**config.mk**
```make
export PLATFORM = sky130hd
export DESIGN_NAME = mie_core
export DESIGN_NICKNAME = d
export VERILOG_FILES = /design/src/hw/mie_pkg.sv /design/src/hw/mie_core.sv /design/src/hw/mie_step_alu.sv /design/src/hw/mie_data_regs.sv
export SDC_FILE = /design/constraint.sdc
export NUM_CORES = 1
export LEC_CHECK = 0
export BUFFER_PORTS_ARGS = -buffer_cell sky130_fd_sc_hd__buf_2
export CORE_MARGIN = 10
export CORE_UTILIZATION = 55
export CTS_CLUSTER_SIZE = 40
export DETAILED_ROUTE_END_ITERATION = 16
export GPL_TIMING_DRIVEN = 0
export HOLD_SLACK_MARGIN = 0.15
export PLACE_DENSITY = 0.83
export SYNTH_ARGS = -nofsm -noshare
export SYNTH_HDL_FRONTEND = slang
export SYNTH_SLANG_ARGS = --single-unit
```
**constraint.sdc**
```tcl
create_clock -name clock -period 8.14 [get_ports clock]
set_input_delay 1.221 -clock clock [delete_from_list [all_inputs] [get_ports clock]]
set_output_delay 1.221 -clock clock [all_outputs]
set_load 0.01 [all_outputs]
```
**src/hw/mie_pkg.sv**
```systemverilog
// constants and types for the increment, decrement, jump and interrupt-enable core
package mie_pkg;

    // ------------------------------------------------------------
    // widths
    // ------------------------------------------------------------
    localparam int INSTR_W   = 16;
    localparam int DATA_W    = 8;
    localparam int PC_W      = 10;
    localparam int REG_SEL_W = 6;
    localparam int REG_COUNT = 64;

    // ------------------------------------------------------------
    // instruction word layout and opcodes
    // ------------------------------------------------------------
    localparam int FLD_OPC_LSB = 8;
    localparam int FLD_DST_BIT = 6;
    localparam int FLD_REG_LSB = 0;
    localparam int TPAGE_LSB   = 0;

    localparam logic [7:0] OP_NOP                = 8'h00;
    localparam logic [7:0] OP_REG_DECREMENT      = 8'h01;
    localparam logic [7:0] OP_REG_INCREMENT      = 8'h02;
    localparam logic [7:0] OP_INCREMENT_SKIP_ZERO = 8'h03;
    localparam logic [7:0] OP_COMPUTED_JUMP      = 8'h04;
    localparam logic [7:0] OP_IRQ_GLOBAL_OFF     = 8'h05;
    localparam logic [7:0] OP_IRQ_GLOBAL_ON      = 8'h06;

    // ------------------------------------------------------------
    // register map (byte addresses)
    // ------------------------------------------------------------
    localparam logic [11:0] ADDR_CTRL      = 12'h000;
    localparam logic [11:0] ADDR_STATUS    = 12'h004;
    localparam logic [11:0] ADDR_ACCUM     = 12'h008;
    localparam logic [11:0] ADDR_TPAGE     = 12'h00C;
    localparam logic [11:0] ADDR_PC        = 12'h010;
    localparam logic [11:0] ADDR_INSTR     = 12'h014;
    localparam logic [3:0]  ADDR_DMEM_PAGE = 4'h1;

    localparam int CTRL_RUN_BIT  = 0;
    localparam int STAT_ZERO_BIT = 0;
    localparam int STAT_GIE_BIT  = 1;
    localparam int STAT_RUN_BIT  = 2;

    // ------------------------------------------------------------
    // reset values
    // ------------------------------------------------------------
    localparam logic [DATA_W-1:0]  RST_ACCUM = 8'h00;
    localparam logic [DATA_W-1:0]  RST_TPAGE = 8'h00;
    localparam logic [DATA_W-1:0]  RST_DREG  = 8'h00;
    localparam logic [PC_W-1:0]    RST_PC    = 10'h000;
    localparam logic [INSTR_W-1:0] RST_INSTR = 16'h0000;
    localparam logic               RST_GIE   = 1'b0;
    localparam logic               RST_ZERO  = 1'b0;
    localparam logic               RST_RUN   = 1'b0;

    // ------------------------------------------------------------
    // types
    // ------------------------------------------------------------
    typedef enum logic [0:0] {
        BUS_ADDR = 1'b0,
        BUS_DATA = 1'b1
    } mie_bus_t;

    typedef enum logic [0:0] {
        STEP_UP   = 1'b0,
        STEP_DOWN = 1'b1
    } mie_step_t;

endpackage

```
**src/hw/mie_core.sv**
```systemverilog
// execution core for step, skip, computed jump and global interrupt enable
// Contract
// - decrement register, result to accumulator or register
// - decrement sets zero flag on zero result
// - interrupt-off instruction clears global enable, one cycle
// - interrupt-on instruction sets global enable, one cycle
// - jump target is page bits and accumulator
// - jump unconditional, two cycles, flags untouched
// - increment register, result to accumulator or register
// - increment wraps, sets zero flag, one cycle
// - skip-increment steps register to chosen destination
// - zero result discards prefetched word as no-op
// - skip-increment one cycle, two when skipping
`timescale 1ns/1ps
module mie_core
    import mie_pkg::*;
(
    input  wire logic               clock,
    input  wire logic               reset,
    input  wire logic               hsel,
    input  wire logic [31:0]        haddr,
    input  wire logic [1:0]         htrans,
    input  wire logic               hwrite,
    input  wire logic [2:0]         hsize,
    input  wire logic [31:0]        hwdata,
    input  wire logic               hready,
    output logic                    hreadyout,
    output logic      [31:0]        hrdata,
    output logic                    hresp,
    output logic      [PC_W-1:0]    progAddr,
    input  wire logic [INSTR_W-1:0] progData,
    output logic                    globalIrqEnable
);
    // ------------------------------------------------------------
    // state
    // ------------------------------------------------------------
    logic [INSTR_W-1:0] instrQ;
    logic [PC_W-1:0]    pcQ;
    logic [DATA_W-1:0]  accQ;
    logic [DATA_W-1:0]  tpageQ;
    logic               zeroQ;
    logic               gieQ;
    logic               runQ;

    mie_bus_t           busStateQ;
    logic [11:0]        bAddrQ;
    logic               bHighQ;
    logic               bWriteQ;
    logic               hreadyoutQ;
    logic [31:0]        hrdataQ;
    logic               hrespQ;

    // ------------------------------------------------------------
    // decode
    // ------------------------------------------------------------
    logic [7:0]           opc;
    logic [REG_SEL_W-1:0] regSel;
    logic                 dstReg;
    logic                 isDec;
    logic                 isInc;
    logic                 isSkz;
    logic                 isJmp;
    logic                 isOff;
    logic                 isOn;
    logic                 isStep;
    logic                 skipTaken;
    logic                 flush;
    logic                 coreWr;

    assign opc    = instrQ[FLD_OPC_LSB +: 8];
    assign regSel = instrQ[FLD_REG_LSB +: REG_SEL_W];
    assign dstReg = instrQ[FLD_DST_BIT];
    assign isDec  = runQ && (opc == OP_REG_DECREMENT);
    assign isInc  = runQ && (opc == OP_REG_INCREMENT);
    assign isSkz  = runQ && (opc == OP_INCREMENT_SKIP_ZERO);
    assign isJmp  = runQ && (opc == OP_COMPUTED_JUMP);
    assign isOff  = runQ && (opc == OP_IRQ_GLOBAL_OFF);
    assign isOn   = runQ && (opc == OP_IRQ_GLOBAL_ON);
    assign isStep = isDec || isInc || isSkz;

    // ------------------------------------------------------------
    // data registers and step adder
    // ------------------------------------------------------------
    logic [DATA_W-1:0]    rdVal;
    logic [DATA_W-1:0]    busDreg;
    logic [DATA_W-1:0]    stepResult;
    logic                 stepZero;
    logic                 busDmemWr;
    logic                 dWrEn;
    logic [REG_SEL_W-1:0] dWrAddr;
    logic [DATA_W-1:0]    dWrData;

    mie_step_alu u_alu (
        .operand (rdVal),
        .step    (isDec ? STEP_DOWN : STEP_UP),
        .result  (stepResult),
        .isZero  (stepZero)
    );

    assign skipTaken = isSkz && stepZero;
    assign flush     = skipTaken || isJmp;
    assign coreWr    = isStep && dstReg;

    always_comb begin
        dWrEn   = coreWr || busDmemWr;
        dWrAddr = coreWr ? regSel : bAddrQ[7:2];
        dWrData = coreWr ? stepResult : hwdata[DATA_W-1:0];
    end

    mie_data_regs u_regs (
        .clock   (clock),
        .reset   (reset),
        .rdAddrA (regSel),
        .rdDataA (rdVal),
        .rdAddrB (bAddrQ[7:2]),
        .rdDataB (busDreg),
        .wrEn    (dWrEn),
        .wrAddr  (dWrAddr),
        .wrData  (dWrData)
    );

    // ------------------------------------------------------------
    // bus write strobes
    // ------------------------------------------------------------
    logic busWr;
    logic isDmem;

    assign busWr     = (busStateQ == BUS_DATA) && bWriteQ && !bHighQ;
    assign isDmem    = (bAddrQ[11:8] == ADDR_DMEM_PAGE);
    assign busDmemWr = busWr && isDmem && !runQ;

    // ------------------------------------------------------------
    // fetch: program counter and prefetch word
    // ------------------------------------------------------------
    always_ff @(posedge clock) begin
        if (reset) begin
            pcQ <= RST_PC;
        end else if (runQ) begin
            if (isJmp) begin
                pcQ <= {tpageQ[TPAGE_LSB +: 2], accQ};
            end else begin
                pcQ <= pcQ + 10'h001;
            end
        end else if (busWr && bAddrQ == ADDR_PC) begin
            pcQ <= hwdata[PC_W-1:0];
        end
    end

    always_ff @(posedge clock) begin
        if (reset) begin
            instrQ <= RST_INSTR;
        end else if (!runQ || flush) begin
            instrQ <= RST_INSTR;
        end else begin
            instrQ <= progData;
        end
    end

    // ------------------------------------------------------------
    // accumulator, page and flags
    // ------------------------------------------------------------
    always_ff @(posedge clock) begin
        if (reset) begin
            accQ <= RST_ACCUM;
        end else if (isStep && !dstReg) begin
            accQ <= stepResult;
        end else if (busWr && !runQ && bAddrQ == ADDR_ACCUM) begin
            accQ <= hwdata[DATA_W-1:0];
        end
    end

    always_ff @(posedge clock) begin
        if (reset) begin
            tpageQ <= RST_TPAGE;
        end else if (busWr && !runQ && bAddrQ == ADDR_TPAGE) begin
            tpageQ <= hwdata[DATA_W-1:0];
        end
    end

    always_ff @(posedge clock) begin
        if (reset) begin
            zeroQ <= RST_ZERO;
        end else if (isDec || isInc) begin
            zeroQ <= stepZero;
        end
    end

    always_ff @(posedge clock) begin
        if (reset) begin
            gieQ <= RST_GIE;
        end else if (isOff) begin
            gieQ <= 1'b0;
        end else if (isOn) begin
            gieQ <= 1'b1;
        end
    end

    always_ff @(posedge clock) begin
        if (reset) begin
            runQ <= RST_RUN;
        end else if (busWr && bAddrQ == ADDR_CTRL) begin
            runQ <= hwdata[CTRL_RUN_BIT];
        end
    end

    // ------------------------------------------------------------
    // bus slave: one wait state per transfer
    // ------------------------------------------------------------
    logic [31:0] rdWord;

    always_comb begin
        rdWord = 32'h0000_0000;
        if (!bHighQ) begin
            if (isDmem) begin
                rdWord[DATA_W-1:0] = busDreg;
            end else begin
                case (bAddrQ)
                    ADDR_CTRL: begin
                        rdWord[CTRL_RUN_BIT] = runQ;
                    end
                    ADDR_STATUS: begin
                        rdWord[STAT_ZERO_BIT] = zeroQ;
                        rdWord[STAT_GIE_BIT]  = gieQ;
                        rdWord[STAT_RUN_BIT]  = runQ;
                    end
                    ADDR_ACCUM: begin
                        rdWord[DATA_W-1:0] = accQ;
                    end
                    ADDR_TPAGE: begin
                        rdWord[DATA_W-1:0] = tpageQ;
                    end
                    ADDR_PC: begin
                        rdWord[PC_W-1:0] = pcQ;
                    end
                    ADDR_INSTR: begin
                        rdWord[INSTR_W-1:0] = instrQ;
                    end
                    default: begin
                        rdWord = 32'h0000_0000;
                    end
                endcase
            end
        end
    end

    always_ff @(posedge clock) begin
        if (reset) begin
            busStateQ  <= BUS_ADDR;
            bAddrQ     <= 12'h000;
            bHighQ     <= 1'b0;
            bWriteQ    <= 1'b0;
            hreadyoutQ <= 1'b1;
            hrdataQ    <= 32'h0000_0000;
        end else begin
            case (busStateQ)
                BUS_ADDR: begin
                    if (hsel && htrans[1] && hready) begin
                        busStateQ  <= BUS_DATA;
                        bAddrQ     <= haddr[11:0];
                        bHighQ     <= (haddr[31:12] != 20'h0_0000);
                        bWriteQ    <= hwrite;
                        hreadyoutQ <= 1'b0;
                    end else begin
                        hreadyoutQ <= 1'b1;
                    end
                end
                BUS_DATA: begin
                    busStateQ  <= BUS_ADDR;
                    hreadyoutQ <= 1'b1;
                    hrdataQ    <= bWriteQ ? 32'h0000_0000 : rdWord;
                end
                default: begin
                    busStateQ  <= BUS_ADDR;
                    hreadyoutQ <= 1'b1;
                end
            endcase
        end
    end

    always_ff @(posedge clock) begin
        if (reset) begin
            hrespQ <= 1'b0;
        end else begin
            hrespQ <= 1'b0;
        end
    end

    assign hreadyout       = hreadyoutQ;
    assign hrdata          = hrdataQ;
    assign hresp           = hrespQ;
    assign progAddr        = pcQ;
    assign globalIrqEnable = gieQ;

    // ------------------------------------------------------------
    // checks
    // ------------------------------------------------------------
    dec_to_acc_a: assert property (@(posedge clock) disable iff (reset)
        isDec && !dstReg |=> accQ == $past(rdVal) - 8'h01)
        else $error("decrement to accumulator wrong");

    dec_zero_a: assert property (@(posedge clock) disable iff (reset)
        isDec |=> zeroQ == ($past(rdVal) == 8'h01))
        else $error("decrement zero flag wrong");

    gie_off_a: assert property (@(posedge clock) disable iff (reset)
        isOff |=> !gieQ && !globalIrqEnable)
        else $error("global enable not cleared");

    gie_on_a: assert property (@(posedge clock) disable iff (reset)
        isOn |=> gieQ && globalIrqEnable)
        else $error("global enable not set");

    jump_target_a: assert property (@(posedge clock) disable iff (reset)
        isJmp |=> progAddr == {$past(tpageQ[1:0]), $past(accQ)})
        else $error("jump target wrong");

    jump_cost_a: assert property (@(posedge clock) disable iff (reset)
        isJmp ##1 runQ |-> opc == OP_NOP && $stable(zeroQ))
        else $error("jump did not flush or touched flags");

    inc_wrap_a: assert property (@(posedge clock) disable iff (reset)
        isInc && !dstReg && rdVal == 8'hFF |=> accQ == 8'h00 && zeroQ)
        else $error("increment wrap wrong");

    reg_write_a: assert property (@(posedge clock) disable iff (reset)
        isStep && dstReg |-> dWrEn && dWrAddr == instrQ[5:0])
        else $error("register writeback address wrong");

    skip_nop_a: assert property (@(posedge clock) disable iff (reset)
        isSkz && rdVal == 8'hFF ##1 runQ |-> opc == OP_NOP)
        else $error("skip did not discard prefetch");

    no_skip_a: assert property (@(posedge clock) disable iff (reset)
        isSkz && rdVal != 8'hFF ##1 runQ |-> instrQ == $past(progData))
        else $error("no-skip lost the prefetch");

    skz_acc_a: assert property (@(posedge clock) disable iff (reset)
        isSkz && !dstReg |=> accQ == $past(rdVal) + 8'h01 && $stable(zeroQ))
        else $error("skip-increment result wrong");

    prefetch_a: assert property (@(posedge clock) disable iff (reset)
        runQ && !flush |=> instrQ == $past(progData))
        else $error("prefetch word not carried");
endmodule

```
**src/hw/mie_step_alu.sv**
```systemverilog
// one-step adder: plus or minus one, modulo 256, with zero detect
`timescale 1ns/1ps
module mie_step_alu
    import mie_pkg::*;
(
    input  wire logic [DATA_W-1:0] operand,
    input  wire mie_step_t         step,
    output logic      [DATA_W-1:0] result,
    output logic                   isZero
);
    // ------------------------------------------------------------
    // step and zero
    // ------------------------------------------------------------
    always_comb begin
        if (step == STEP_DOWN) begin
            result = operand - 8'h01;
        end else begin
            result = operand + 8'h01;
        end
        isZero = (result == 8'h00);
    end
endmodule

```
**src/hw/mie_data_regs.sv**
```systemverilog
// 64 data registers, two read ports and one write port
`timescale 1ns/1ps
module mie_data_regs
    import mie_pkg::*;
(
    input  wire logic                 clock,
    input  wire logic                 reset,
    input  wire logic [REG_SEL_W-1:0] rdAddrA,
    output logic      [DATA_W-1:0]    rdDataA,
    input  wire logic [REG_SEL_W-1:0] rdAddrB,
    output logic      [DATA_W-1:0]    rdDataB,
    input  wire logic                 wrEn,
    input  wire logic [REG_SEL_W-1:0] wrAddr,
    input  wire logic [DATA_W-1:0]    wrData
);
    logic [DATA_W-1:0] dregQ [REG_COUNT];

    // ------------------------------------------------------------
    // storage, one entry per generate step
    // ------------------------------------------------------------
    for (genvar i = 0; i < REG_COUNT; i++) begin : g_entry
        always_ff @(posedge clock) begin
            if (reset) begin
                dregQ[i] <= RST_DREG;
            end else if (wrEn && wrAddr == REG_SEL_W'(i)) begin
                dregQ[i] <= wrData;
            end
        end
    end

    assign rdDataA = dregQ[rdAddrA];
    assign rdDataB = dregQ[rdAddrB];
endmodule

```
---- Yosys cells after proc, flatten, opt, wreduce, memory -nomap -nowiden ----
Memories as Yosys holds them, arrays and structs flattened. A register that Yosys moved wholly into a read port is not among the register bits.
Cells that the tools add are included.
operators by class
  $add $sub $neg .......................... 3
  multipliers ............................. 0
  div/mod/pow operators ................... 0
  $lt $le $gt $ge ......................... 0
  equal/unequal tests ..................... 75
  shift-type cells ........................ 0
  muxes and demuxes ....................... 283
  bitwise operators ....................... 65
  reductions and logical operators ........ 101
operators by type and width
  cell                   number
  $mux 8                 70
  $mux 1                 197
  $eq 6x6->1 const B     32
  $eq 6x5->1 const B     16
  $logic_and 1x1->1      84
  $or 1x1->1             64
  $eq 6x4->1 const B     8
  $mux 32                1
  $mux 10                3
  $mux 6                 5
  $eq 12x4->1 const B    2
  $eq 12x5->1 const B    2
  $eq 6x3->1 const B     4
  $eq 8x3->1 const B     3
  $pmux 5 s4             1
  $reduce_bool 20->1     1
  $eq 8x2->1 const B     2
  $mux 16                1
  $eq 12x3->1 const B    1
  $eq 6x2->1 const B     2
  $logic_not 12->1       1
  $add 10x1->10 const B  1
  $pmux 2 s5             1
  $add 8x1->8 const B    1
  other kinds (15)       24
word-level totals
  register bits ........................... 93
  bits in latches ......................... 0
  memory bits (writable) .................. 512
  ROM bits ................................ 0
  input bits .............................. 90
  output and inout bits ................... 45
  logic and storage cells ................. 541
  memories kept ........................... 1
memories
  memory        words  bits a word  rd ports  clocked after memory_dff  write ports  line                 RTL
  u_regs.dregQ  64     8            2         2                         64           mie_data_regs.sv:16  logic [DATA_W-1:0] dregQ [REG_COUNT];

---- Logic depth before layout (Yosys ltp) ----
  word-level depth ........................ 12
  depth in mapped cells ................... 20
  gate-level depth less buffers ........... 15

---- Hierarchy ----
Synthesis repeated with hierarchy kept, for this count alone.
unflattened totals
  cells, all modules ...................... 2447
  area total of the unflattened synthesis .. 32307.2 um^2
by module, submodules not included
  module         instances  cells each  area an instance (um^2)  sequential area each (um^2)
  mie_data_regs  1          1951        28048.2                  15374.7
  mie_core       1          453         3912.5                   1541.5
  mie_step_alu   1          43          346.6                    0.0

---- Least setup slack after synthesis ----
No wires, ideal clock.
  kind .................................... register to register
  start ................................... register instrQ[0] (netlist name)
  end ..................................... register instrQ[10]
  setup time .............................. 0.134 ns
  arrival ................................. 5.303 ns
  data required time ...................... 8.006 ns
  path slack .............................. 2.703 ns
  stages on the path, launching flop included .. 21
  buffers on the path ..................... 7
  period minus slack after synthesis ...... 5.437 ns
  path through ............................ dfxtp_1 > buf_4 > buf_6 > buf_6 > buf_4 > buf_1 > buf_2 > mux4_2 > mux4_2 > mux4_2 > ha_1 > nor2b_1 > o21ai_0 > nand2_1 > xor2_1 > or3_1 > nor3_1 > nand4_1 > a211oi_4 > buf_4 > nor4b_1
RTL lines
  what                    line             RTL
  end signal: assignment  mie_core.sv:155  instrQ <= progData;
  end: declaration        mie_core.sv:37   logic [INSTR_W-1:0] instrQ;

==> flow_metrics.tcl <==
set metrics [dict create \
    antenna_found_initial 9 \
    ant_nets 0 \
    r2r_slack_ns 0.16 \
    die-area_mm2 0.06624 \
    powerDensity_mw_per_mm2 199.8 \
    p_int_uw 5316 \
    fmax_ghz 0.1253 \
    power_switching_uw 1702 \
    worst_slew_pin_slew_ns 1.625 \
    ys_ff_latch 595 \
    final_nets 2660 \
    core.rowCount 86 \
    status "finished, violations left" \
    pwr-share-seq_pct 49.1 \
    reg2reg_depth 16 \
    root_buffer "clkbuf_16" \
    overflow 0 \
    power_frac_comb_pct 7.8 \
    relSlewSlack_pct -8.715 \
    ys.flop_type "edfxtp_1" \
    syn-mean-instance-area_um2 13.28 \
    area_growth_pct 13.36 \
    totalPowerFinal_uw 7019 \
    numCtsBuffers 66 \
    io_pins 135 \
    hold_path.class "reg -> reg" \
    core_area_mm2 0.05542 \
    cts_hold_buf 0 \
    whs_endpoint "bAddrQ[1]" \
    crit_required_ns 8.59 \
    critPathKind "reg -> reg" \
    synth_edf_count 512 \
    place_area_mm2 0.03299 \
    vias_per_cell 7.357 \
    setup-violations-final 0 \
    drv_slew 36 \
    place.gp.congestion 1.071 \
    critical_path_arrival_ns 8.43 \
    track_usage_pct 38.63 \
    finClkSkew_ns 0.03312 \
    cts_buffer_depth 3 \
    postSynthCellCount 2333 \
    detailedPlace.worstSlack_ns 0.004889 \
    grt_max_degree 15 \
    cts_tree "yes" \
    cp-start-kind "register" \
    peakVddDrop_uv 174.1 \
    cp_max_fo 10 \
    ys_seq_area_share_pct 54.97 \
    worst-path-buf-inv 6 \
    hp-start "bAddrQ[1]" \
    drive_gt1_share_pct 23.88 \
    clk_latency_ns 0.63 \
    place_hpwl_um 96270 \
    yosys-top-cells-area "edfxtp_1 50%, mux4_2 22%, nor2_1 7.2%, dfxtp_1 5.4%, nand2_1 2.1%" \
    drt_iter0_markers 4734 \
    cts.sinks 595 \
    ys_async_sr_fraction_pct 0 \
    final_hold_viol_count 0 \
    p_leak_uw 0.01185 \
    critPathMaxStageDelay_ns 0.78 \
    grt_pass1_wl_um 179000 \
    fillers 4114 \
    synth_area_mm2 0.03099 \
    cp_top_family "buffers and inverters" \
    end_kind "register" \
    post_cts_buffers 0 \
    numPortBuffers 91 \
    start_util_pct 55.92 \
    clockPowerShare_pct 43.1 \
    yosysTopAreaCellShare_pct 49.61 \
    maxCapViolations 5 \
    reg2reg_from "instrQ[1]" \
    path_cells "buf_2 > buf_1 > clkdlybuf4s15_1 > clkbuf_1 > mux4_2 > mux4_2 > mux4_2 > ha_1 > o21ai_0 > a21boi_0 > nor2_1 > o311ai_1 > mux2i_2 > buf_8 > clkdlybuf4s15_1 > nor2_1" \
    violations "capacitance limit, slew limit" \
    crit_slowest_cell "clkdlybuf4s15_1" \
    fin_tns_setup_ns 0 \
    yosys_warnings 0 \
    fin_area_mm2 0.03513 \
    r2r-end "u_regs.dregQ[48][6]" \
    first_global_vias 23790 \
    finalCritPeriodShare_pct 98.05 \
    routed_wl_um 129400 \
    finalWorstSetupSlack_ns 0.1590 \
    drc_errors 0 \
    rsz0062_at_grt "no" \
    fin_crit_ns 7.981 \
    min_path_cells 2 \
    h-tree-depth 3 \
    fin_util_pct 63.39 \
    die_w_um 257.4 \
    clkTransAtPathRegs_ns 0.06 \
    startpoint "instrQ[1]" \
    cp_common_cell "mux4_2" \
    wl_per_cell_um 38.50 \
    first_pass_iters 6 \
    synth_top_cell_by_area "edfxtp_1" \
    p_sw_share_pct 24.25 \
    vias 24720 \
    die_h_um 257.4 \
    synthDistinctLibCells 63 \
]
[per-stage QoR]
step                      hold slack [ns]  std cells
final                              0.4621       3360
after global routing               0.4705       3357
after CTS                          0.4594       3358
after detailed placement           0.4511       3243
after global placement             0.4473       3188
after floorplan                    0.4360       2349
[synthesized netlist by cell type, types with 7 or more instances]
| cell type | instances |
|---|---|
| nor2_1 | 593 |
| nor3_1 | 12 |
| buf_6 | 15 |
| nor4b_1 | 18 |
| nor4_1 | 8 |
| buf_4 | 20 |
| ha_1 | 7 |
| buf_1 | 31 |
| o21ai_0 | 77 |
| nand2_1 | 177 |
| or2_2 | 7 |
| nand3_1 | 15 |
| nand2b_1 | 10 |
| and2_1 | 9 |
| mux2i_1 | 61 |
| mux4_2 | 306 |
| a21oi_1 | 64 |
| edfxtp_1 | 512 |
| clkbuf_1 | 122 |
| inv_1 | 17 |
| buf_2 | 9 |
| nor2b_1 | 16 |
| o22ai_1 | 9 |
| dfxtp_1 | 83 |
| a22oi_1 | 44 |
[placed cells by master (no fill, tap or decap), types with 5 or more instances in the layout]
cell type   synthesis  routed
o21a_1              6       6
mux4_2            306     306
inv_1              17      17
mux2i_1            61      59
nand3_1            15      15
clkinv_1            0      11
clkbuf_1          122     120
o21ai_1             1      56
or2_2               7       7
nor4_1              8       8
nand2b_1           10      10
conb_1              1      17
nor4b_1            18      18
and3_1              6       6
nand2_1           177     177
a21oi_1            64      64
bufinv_16           0       5
nor2b_1            16      16
a22oi_1            44      44
xor2_1              6       6
buf_1              31      28
clkbuf_2            0       9
a221oi_1            5       5
buf_4              20      50
o22ai_1             9       9
clkinv_2            0      11
nand4_1             5       5
buf_2               9     104
clkbuf_16           0      70
and2_1              9       9
xnor2_1             5       5
o21ai_0            77      22
buf_6              15      35
ha_1                7       7
nor3_1             12      12
clkinvlp_4          0       5
dfxtp_1            83      83
edfxtp_1          512     512
nor2_1            593     592
[final cells by class]
class                   count  area (um2)  share of cell area (%)
flip-flops and latches    595       17040                   48.50
clock buffers              80        1800                   5.125
plain buffers             196       959.7                   2.732
clock inverters            35       307.8                  0.8762
repair buffers            146       960.9                   2.735
diodes                      3       7.507                 0.02137
multi-input cells        1540       13060                   37.17
well taps                 748       935.9                   2.664
inverters                  17       63.81                  0.1816
[sequential cells by signal, indices dropped and copies added (netlist names), named ones only]
name             flops
instrQ              16
u_regs.dregQ       512
bAddrQ              12
bWriteQ              1
globalIrqEnable      1
progAddr            10
bHighQ               1
runQ                 1
zeroQ                1
tpageQ               8
hreadyout            1
hrdata              16
busStateQ            1
accQ                 8
[worst max path at each step]
stage,to,slack [ns],depth (start not counted)
2_1_floorplan,instrQ[10],2.70,20
4_1_cts,u_regs.dregQ[48][6],0.08,18
6_report,u_regs.dregQ[48][6],0.16,16
3_5_place_dp,u_regs.dregQ[48][6],0.005,16
5_1_grt,u_regs.dregQ[48][6],0.03,17
3_3_place_gp,u_regs.dregQ[32][6],-0.76,16
[tightest hold or removal path: stages, from the launching register on]
cell and delay (ns):
dfxtp_1 0.31, nand2_1 0.05, a21oi_1 0.05
[power groups by stage]
stage | sequential [uW] | combinational (uW) | clock (uW)
2_1_floorplan | 3480 | 277 | 0
3_3_place_gp | 3500 | 479 | 0
3_5_place_dp | 3500 | 514 | 0
4_1_cts | 3440 | 517 | 2990
5_1_grt | 3450 | 549 | 3110
6_report | 3450 | 551 | 3020
[per-layer routing]
layer  global-route usage, %  share of wire [%]  vias up
met1                   44.95                 31    12060
li1                        -                  -     9329
met3                   17.10                 17      646
met5                  0.5247              0.077        -
met4                   28.97                9.2       10
met2                   55.90                 43     2674
[what timing repair did]
| item | 4_1_cts | 5_1_grt |
|---|---|---|
| cloned | 0 | 0 |
| setup endpoints to repair | 1 | 69 |
| gates resized for setup | 1 | 20 |
| pin swaps | 0 | 0 |
[kinds of logic after synthesis]
logic type | share of synthesized area (%)
muxes | 24.25
buffers and inverters | 3.234
adders and majority gates | 0.3472
and+or+nand+nor | 11.86
xor gates and xnor gates | 0.3109
DFF | 54.97
other | 0.01210
AOI/OAI and AO/OA | 5.006
No activity file was read; power rests on OpenSTA's default activity.
